**config.mk**
```make
export PLATFORM = sky130hd
export DESIGN_NAME = rsi_top
export DESIGN_NICKNAME = d
export VERILOG_FILES = /design/src/inc/rsi_pkg.sv /design/src/hw/rsi_top.sv
export SDC_FILE = /design/constraint.sdc
export NUM_CORES = 1
export LEC_CHECK = 0
export ABC_CLOCK_PERIOD_IN_PS = 6500
export BUFFER_PORTS_ARGS = -buffer_cell sky130_fd_sc_hd__buf_4
export CAP_MARGIN = 30
export CORE_UTILIZATION = 56
export CTS_CLUSTER_DIAMETER = 80
export DETAILED_ROUTE_END_ITERATION = 10
export GPL_TIMING_DRIVEN = 0
export PLACE_DENSITY_LB_ADDON = 0.05
export SETUP_SLACK_MARGIN = 0.05
export SYNTH_ARGS = -nofsm -noshare
export SYNTH_HDL_FRONTEND = slang
export SYNTH_SLANG_ARGS = --single-unit
```
**constraint.sdc**
```tcl
create_clock -name SYS_CLK -period 6.5 [get_ports SYS_CLK]
set_input_delay 0.975 -clock SYS_CLK [delete_from_list [all_inputs] [get_ports SYS_CLK]]
set_output_delay 0.975 -clock SYS_CLK [all_outputs]
set_load 0.05 [all_outputs]
```
**src/inc/rsi_pkg.sv**
```systemverilog
package rsi_pkg;

  // Wait counts in main oscillator cycles, selected at build time
  localparam int unsigned RSI_WAIT_LONG_CYC  = 131072;
  localparam int unsigned RSI_WAIT_SHORT_CYC = 32768;
  localparam int unsigned RSI_WAIT_W         = 18;

  // Reset values
  localparam logic [3:0] RSI_NIB_RST  = 4'h0;
  localparam logic [7:0] RSI_BYTE_RST = 8'h00;
  localparam logic [7:0] RSI_OUT_OFF  = 8'hff;

  typedef enum logic [1:0] {
    RSI_ST_RUN  = 2'b00,
    RSI_ST_WAIT = 2'b01
  } rsi_state_t;

  // Register writes from the core
  typedef struct packed {
    logic       wr;
    logic [4:0] sel;
    logic [7:0] data;
  } rsi_wr_t;

  localparam logic [4:0] RSI_SEL_SHIFT  = 5'h00;
  localparam logic [4:0] RSI_SEL_SADDR  = 5'h01;
  localparam logic [4:0] RSI_SEL_SMODE  = 5'h02;
  localparam logic [4:0] RSI_SEL_SBUS   = 5'h03;
  localparam logic [4:0] RSI_SEL_CPUCLK = 5'h04;
  localparam logic [4:0] RSI_SEL_SYSCLK = 5'h05;
  localparam logic [4:0] RSI_SEL_CLKOUT = 5'h06;
  localparam logic [4:0] RSI_SEL_SUBOSC = 5'h07;
  localparam logic [4:0] RSI_SEL_DMODE  = 5'h08;
  localparam logic [4:0] RSI_SEL_DCTRL  = 5'h09;
  localparam logic [4:0] RSI_SEL_DPSEL  = 5'h0a;
  localparam logic [4:0] RSI_SEL_IRQEN  = 5'h0b;
  localparam logic [4:0] RSI_SEL_IPRIO  = 5'h0c;
  localparam logic [4:0] RSI_SEL_IM0    = 5'h0d;
  localparam logic [4:0] RSI_SEL_IM1    = 5'h0e;
  localparam logic [4:0] RSI_SEL_IM2    = 5'h0f;
  localparam logic [4:0] RSI_SEL_PLAT   = 5'h10;
  localparam logic [4:0] RSI_SEL_PDIR   = 5'h11;
  localparam logic [4:0] RSI_SEL_PPU    = 5'h12;
  localparam logic [4:0] RSI_SEL_IRQCLR = 5'h13;

endpackage

```
**src/hw/rsi_top.sv**
```systemverilog
// Contract
// - Internal reset when external reset pin or watchdog reset request is asserted.
// - Shift and slave address registers hold in standby reset, clear to 00 on reset in operation.
// - Serial mode and serial bus control registers clear on any reset.
// - CPU clock, system clock, clock out, sub-oscillator control clear on reset.
// - Display mode, display control, display/port select clear on reset.
// - All interrupt request flags clear on reset.
// - Interrupt enables, priority select, three edge mode registers clear.
// - Port output buffers off and output latches cleared on reset.
// - Port direction and pull-up registers clear on reset.
// - After reset wait 2^17 or 2^15 oscillator cycles, chosen at build.
`timescale 1ns/1ps
module rsi_top
  import rsi_pkg::*;
#(
  parameter bit          LONG_WAIT = 1'b1,
  parameter int unsigned WAIT_LONG  = RSI_WAIT_LONG_CYC,
  parameter int unsigned WAIT_SHORT = RSI_WAIT_SHORT_CYC,
  parameter int unsigned NIRQ       = 10
) (
  // Clock and reset
  input  wire logic            SYS_CLK,
  input  wire logic            RST,
  input  wire logic            CE,
  // Reset sources and standby state (asynchronous)
  input  wire logic            RESET_PIN,
  input  wire logic            WDT_RESET_REQ,
  input  wire logic            STOP_ACTIVE,
  input  wire logic            HALT_ACTIVE,
  // Core register writes and interrupt sources
  input  wire rsi_wr_t         REG_WR,
  input  wire logic [NIRQ-1:0] IRQ_SET,
  // Status
  output logic                 INT_RESET,
  output logic                 CPU_RUN,
  output logic                 STANDBY_RESET,
  // Register contents
  output logic [7:0]           SERIAL_SHIFT_REG,
  output logic [7:0]           SERIAL_SLAVE_ADDR_REG,
  output logic [7:0]           SERIAL_OP_MODE_REG,
  output logic [7:0]           SERIAL_BUS_CTRL_REG,
  output logic [3:0]           CPU_CLOCK_CTRL_REG,
  output logic [3:0]           SYSTEM_CLOCK_CTRL_REG,
  output logic [3:0]           CLOCK_OUT_MODE_REG,
  output logic [3:0]           SUB_OSC_CTRL_REG,
  output logic [3:0]           DISPLAY_MODE_REG,
  output logic [3:0]           DISPLAY_CTRL_REG,
  output logic [3:0]           DISPLAY_PORT_SELECT_REG,
  output logic [NIRQ-1:0]      IRQ_REQUEST_FLAGS,
  output logic [NIRQ-1:0]      IRQ_ENABLE_FLAGS,
  output logic [3:0]           IRQ_PRIORITY_SELECT_REG,
  output logic [3:0]           EXT_IRQ0_EDGE_MODE,
  output logic [3:0]           EXT_IRQ1_EDGE_MODE,
  output logic [3:0]           EXT_IRQ2_EDGE_MODE,
  output logic [7:0]           PORT_OUT_LATCH,
  output logic [7:0]           PORT_OUT_EN_N,
  output logic [7:0]           PORT_DIRECTION_REGS,
  output logic [7:0]           PORT_PULLUP_REGS
);

  localparam logic [RSI_WAIT_W-1:0] WAIT_CYC =
    LONG_WAIT ? RSI_WAIT_W'(WAIT_LONG - 1) : RSI_WAIT_W'(WAIT_SHORT - 1);

  logic [3:0]            sync1_q;
  logic [3:0]            sync2_q;
  logic                  rst_any;
  logic                  ireset;
  logic                  standby_now;
  logic [RSI_WAIT_W-1:0] wait_q;
  rsi_state_t            state_q;

  function automatic logic hit(input rsi_wr_t w, input logic [4:0] s);
    return w.wr && (w.sel == s);
  endfunction

  always_ff @(posedge SYS_CLK) begin
    if (RST) begin
      sync1_q <= 4'h0;
      sync2_q <= 4'h0;
    end else if (CE) begin
      sync1_q <= {HALT_ACTIVE, STOP_ACTIVE, WDT_RESET_REQ, RESET_PIN};
      sync2_q <= sync1_q;
    end
  end

  assign rst_any = sync2_q[0] | sync2_q[1];
  assign ireset  = RST | rst_any;

  always_ff @(posedge SYS_CLK) begin
    if (RST) begin
      INT_RESET <= 1'b1;
    end else if (CE) begin
      INT_RESET <= rst_any;
    end
  end

  assign standby_now = sync2_q[2] | sync2_q[3];

  always_ff @(posedge SYS_CLK) begin
    if (RST) begin
      STANDBY_RESET <= 1'b0;
    end else if (CE && rst_any && state_q == RSI_ST_RUN) begin
      STANDBY_RESET <= standby_now;
    end
  end

  always_ff @(posedge SYS_CLK) begin
    if (ireset) begin
      state_q <= RSI_ST_WAIT;
      wait_q  <= WAIT_CYC;
      CPU_RUN <= 1'b0;
    end else if (CE) begin
      case (state_q)
        RSI_ST_WAIT: begin
          if (wait_q == '0) begin
            state_q <= RSI_ST_RUN;
            CPU_RUN <= 1'b1;
          end else begin
            wait_q <= wait_q - 1'b1;
          end
        end
        default: begin
          state_q <= RSI_ST_RUN;
          CPU_RUN <= 1'b1;
        end
      endcase
    end
  end

  // held after standby, dropped after reset in operation
  always_ff @(posedge SYS_CLK) begin
    if (CE && rst_any && state_q == RSI_ST_RUN && !standby_now) begin
      SERIAL_SHIFT_REG      <= RSI_BYTE_RST;
      SERIAL_SLAVE_ADDR_REG <= RSI_BYTE_RST;
    end else if (CE && !ireset) begin
      if (hit(REG_WR, RSI_SEL_SHIFT)) SERIAL_SHIFT_REG <= REG_WR.data;
      if (hit(REG_WR, RSI_SEL_SADDR)) SERIAL_SLAVE_ADDR_REG <= REG_WR.data;
    end
  end

  always_ff @(posedge SYS_CLK) begin
    if (ireset) begin
      SERIAL_OP_MODE_REG  <= RSI_BYTE_RST;
      SERIAL_BUS_CTRL_REG <= RSI_BYTE_RST;
    end else if (CE) begin
      if (hit(REG_WR, RSI_SEL_SMODE)) SERIAL_OP_MODE_REG <= REG_WR.data;
      if (hit(REG_WR, RSI_SEL_SBUS)) SERIAL_BUS_CTRL_REG <= REG_WR.data;
    end
  end

  always_ff @(posedge SYS_CLK) begin
    if (ireset) begin
      CPU_CLOCK_CTRL_REG    <= RSI_NIB_RST;
      SYSTEM_CLOCK_CTRL_REG <= RSI_NIB_RST;
      CLOCK_OUT_MODE_REG    <= RSI_NIB_RST;
      SUB_OSC_CTRL_REG      <= RSI_NIB_RST;
    end else if (CE) begin
      if (hit(REG_WR, RSI_SEL_CPUCLK)) CPU_CLOCK_CTRL_REG <= REG_WR.data[3:0];
      if (hit(REG_WR, RSI_SEL_SYSCLK)) SYSTEM_CLOCK_CTRL_REG <= REG_WR.data[3:0];
      if (hit(REG_WR, RSI_SEL_CLKOUT)) CLOCK_OUT_MODE_REG <= REG_WR.data[3:0];
      if (hit(REG_WR, RSI_SEL_SUBOSC)) SUB_OSC_CTRL_REG <= REG_WR.data[3:0];
    end
  end

  always_ff @(posedge SYS_CLK) begin
    if (ireset) begin
      DISPLAY_MODE_REG        <= RSI_NIB_RST;
      DISPLAY_CTRL_REG        <= RSI_NIB_RST;
      DISPLAY_PORT_SELECT_REG <= RSI_NIB_RST;
    end else if (CE) begin
      if (hit(REG_WR, RSI_SEL_DMODE)) DISPLAY_MODE_REG <= REG_WR.data[3:0];
      if (hit(REG_WR, RSI_SEL_DCTRL)) DISPLAY_CTRL_REG <= REG_WR.data[3:0];
      if (hit(REG_WR, RSI_SEL_DPSEL)) DISPLAY_PORT_SELECT_REG <= REG_WR.data[3:0];
    end
  end

  // request flags, set wins over clear
  always_ff @(posedge SYS_CLK) begin
    if (ireset) begin
      IRQ_REQUEST_FLAGS <= '0;
    end else if (CE) begin
      if (hit(REG_WR, RSI_SEL_IRQCLR)) begin
        IRQ_REQUEST_FLAGS <= (IRQ_REQUEST_FLAGS & ~NIRQ'(REG_WR.data)) | IRQ_SET;
      end else begin
        IRQ_REQUEST_FLAGS <= IRQ_REQUEST_FLAGS | IRQ_SET;
      end
    end
  end

  always_ff @(posedge SYS_CLK) begin
    if (ireset) begin
      IRQ_ENABLE_FLAGS        <= '0;
      IRQ_PRIORITY_SELECT_REG <= RSI_NIB_RST;
      EXT_IRQ0_EDGE_MODE      <= RSI_NIB_RST;
      EXT_IRQ1_EDGE_MODE      <= RSI_NIB_RST;
      EXT_IRQ2_EDGE_MODE      <= RSI_NIB_RST;
    end else if (CE) begin
      if (hit(REG_WR, RSI_SEL_IRQEN)) IRQ_ENABLE_FLAGS <= NIRQ'(REG_WR.data);
      if (hit(REG_WR, RSI_SEL_IPRIO)) IRQ_PRIORITY_SELECT_REG <= REG_WR.data[3:0];
      if (hit(REG_WR, RSI_SEL_IM0)) EXT_IRQ0_EDGE_MODE <= REG_WR.data[3:0];
      if (hit(REG_WR, RSI_SEL_IM1)) EXT_IRQ1_EDGE_MODE <= REG_WR.data[3:0];
      if (hit(REG_WR, RSI_SEL_IM2)) EXT_IRQ2_EDGE_MODE <= REG_WR.data[3:0];
    end
  end

  always_ff @(posedge SYS_CLK) begin
    if (ireset) begin
      PORT_OUT_LATCH      <= RSI_BYTE_RST;
      PORT_OUT_EN_N       <= RSI_OUT_OFF;
      PORT_DIRECTION_REGS <= RSI_BYTE_RST;
      PORT_PULLUP_REGS    <= RSI_BYTE_RST;
    end else if (CE) begin
      if (hit(REG_WR, RSI_SEL_PLAT)) PORT_OUT_LATCH <= REG_WR.data;
      if (hit(REG_WR, RSI_SEL_PDIR)) begin
        PORT_DIRECTION_REGS <= REG_WR.data;
        PORT_OUT_EN_N       <= ~REG_WR.data;
      end
      if (hit(REG_WR, RSI_SEL_PPU)) PORT_PULLUP_REGS <= REG_WR.data;
    end
  end

endmodule

```
==> out/results.ini <==
[worst_setup_path]
crit_path_top_delay_cell=or4b_2
critPathRequiredTime_ns=6.91
path_class=reg -> reg
regToRegSetupSlack_ns=3.90
crit_chain=inv_1 > ha_1 > or4b_2 > nor4_1 > buf_2 > a21oi_1 > mux2i_1
cp-start-kind=flip-flop
r2r-end=wait_q[1]
worst-r2r-cell-count=7
cp.arrival_ns=3.02
cp-end-kind=flip-flop
r2r-start=wait_q[0]
slowest_delay_ns=0.60
crit_fanout=10

[clock_tree]
cts_buffers=17
cts_tree=done
clock_sinks=156
post_cts_buffers=0
clk_pin_slew_ns=0.06
htree_levels=4
cts-root-buf=clkbuf_8
cts_buffer_depth=2
cts_resized=0
postCtsHoldBufs=0
worstSkewPairLatency_ns=0.54

[global_routing]
antenna_found_initial=0
grt_pass1_vias=5096
grt_max_degree=17
gr-total-overflow=0
grt_use_total=0.3039
grt_pass1_wl_mm=26.11

[timing]
worst_pin_slew_ns=0.8877
slew_viol_final=0
finalSetupViolCount=0
rsz0062_at_grt=false
finalCritPeriodShare=0.4004
fin_worst_skew_ns=0.007735
max-slew-margin-rel=0.4050
max_freq_ghz=0.3842
period_minus_slack_ns=2.603
finalHoldViolations=0
finalSetupTns_ns=0

[min_path]
holdPathEnd=IRQ_REQUEST_FLAGS[9]
hold_class=reg -> reg
min_from=IRQ_REQUEST_FLAGS[9]
holdPathStages=2

[synth]
syn-mean-instance-area_um2=9.653
synth_cells=628
synth-edff-count=0
ys_ff_latch=156
synth.top_cell.area_share=0.5152
yosys_warnings=0
ys.flop_type=dfxtp_1
netlist_area_um2=6062
synth-seq-area-share=0.5152
ys_async_sr_fraction=0
synth_area_leaders=dfxtp_1 52%, mux2i_1 20%, nor2_1 8.4%
synth.most_common_cell=dfxtp_1
synthTopCellsByCount=156 x dfxtp_1, 136 x nor2_1, 124 x mux2i_1
yosys.area.top_type=dfxtp_1
ys_types=44

[finish]
drive_above_1_share=0.2475
reg.largest.list=wait_q: 18 flops, IRQ_REQUEST_FLAGS: 10 flops
multiInputGateArea_um2=2709
largest_reg_flops=18
ff_latch_area_um2=3123
area_growth_pct=31.76
diodes=0
fill_cells=764
fin_nets=835
top_register=wait_q
design_area_um2=7988

[detailed_routing]
viasPerCell=5.497
vias=5233
routedWlPerCell_um=17.31
firstDrtPassIters=8
final_antenna_net_count=0
wl_mm=16.48
drc=0
drt_iter0_drc=461

[die]
io_pins=162
core-area_um2=10420
dieHeight_um=106.0
num_rows=37
die_w_um=106.0
dieArea_um2=11250
initial_core_util=0.5820

[placed_design]
io_buffer_count=154
gp_congestion=0.8582
placed_cell_area_um2=7397
hpwl_mm=11.47

[run]
maxCapViolCount=0

[pwr]
vdd_drop_max_v=0.0002049
p_leak_nw=3.716
powerDensity_nw_per_um2=272.4

[status]
status=finished, final reports clean

-- stage by stage --
| step | std cells | utilization | worst slack, ns | hold slack [ns] | power, W |
|---|---|---|---|---|---|
| 6_report | 952 | 0.7668 | 3.897 | 0.4756 | 0.002176 |
| 5_1_grt | 952 | 0.7668 | 3.742 | 0.5046 | 0.002234 |
| 4_1_cts | 952 | 0.7668 | 3.959 | 0.4841 | 0.002180 |
| 3_5_place_dp | 920 | 0.7102 | 3.495 | 0.4694 | 0.001200 |
| 3_3_place_gp | 919 | 0.7097 | 3.483 | 0.4479 | 0.001195 |
| 2_1_floorplan | 629 | - | 3.978 | 0.4601 | 0.001131 |
-- cells in the final DEF (no fill, tap or decap), types with 4 or more instances in the layout --
master	instances
inv_1	11
nor2_1	136
a21oi_1	17
nand4_1	4
o21ai_0	12
nor3_1	12
or4_1	9
clkbuf_8	4
clkbuf_1	36
nand3_1	12
clkbuf_16	16
nor4_1	5
buf_1	4
nand2_1	23
o31ai_1	4
buf_4	158
nand2b_1	6
o211ai_1	9
mux2i_1	124
dfxtp_1	156
and2_1	6
or3_1	5
-- area by class of cell --
type | count | area share
multi-input combinational | 418 | 0.3391
clock inverter | 10 | 0.01723
tap | 136 | 0.02130
timing repair buffer | 155 | 0.1454
sequential | 156 | 0.3910
clock buffer | 22 | 0.05670
inverter | 11 | 0.005169
buffer | 44 | 0.02412
-- worst max-delay path, delay by kind of cell (launching register included) --
family          cells  cell delay, ns
mux                 1            0.16
buf+inv             2            0.43
compound gates      1            0.15
simple gates        2            1.19
fa+ha+maj           1            0.23
flops               1            0.33
-- report_power, final --
group	internal, W	total [W]	switching (W)	leakage (nW)
Combinational	0.0000582	0.000194	0.000136	2.17
Sequential	0.000976	0.000988	0.0000118	1.26
Clock	0.000606	0.000995	0.000388	0.286
-- cell families after synthesis --
| group | Yosys count | synth area share |
|---|---|---|
| simple gates | 239 | 0.1866 |
| flops | 156 | 0.5152 |
| mux | 124 | 0.2047 |
| buf+inv | 55 | 0.03860 |
| compound gates | 52 | 0.05222 |
| fa+ha+maj | 1 | 0.002064 |
| other cells | 1 | 0.0006186 |
-- metal layers --
layer / global-route usage / vias up / share of wire
li1: - / 2500 / -
met5: 0 / - / 0
met4: 0.1091 / 0 / 0.022
met2: 0.5224 / 216 / 0.50
met1: 0.3523 / 2485 / 0.39
met3: 0.1006 / 32 / 0.093
-- how the worst max path moves through the flow --
stage                                   endpoint      start  slack (ns)
after global placement       SERIAL_SHIFT_REG[5]         CE        3.48
final                                  wait_q[1]  wait_q[0]        3.90
after global routing                   wait_q[1]  wait_q[0]        3.74
after detailed placement        PORT_OUT_EN_N[2]         CE        3.50
after floorplan           PORT_DIRECTION_REGS[3]         CE        3.98
after CTS                              wait_q[1]  wait_q[0]        3.96
(Power assumes the default switching activity.)
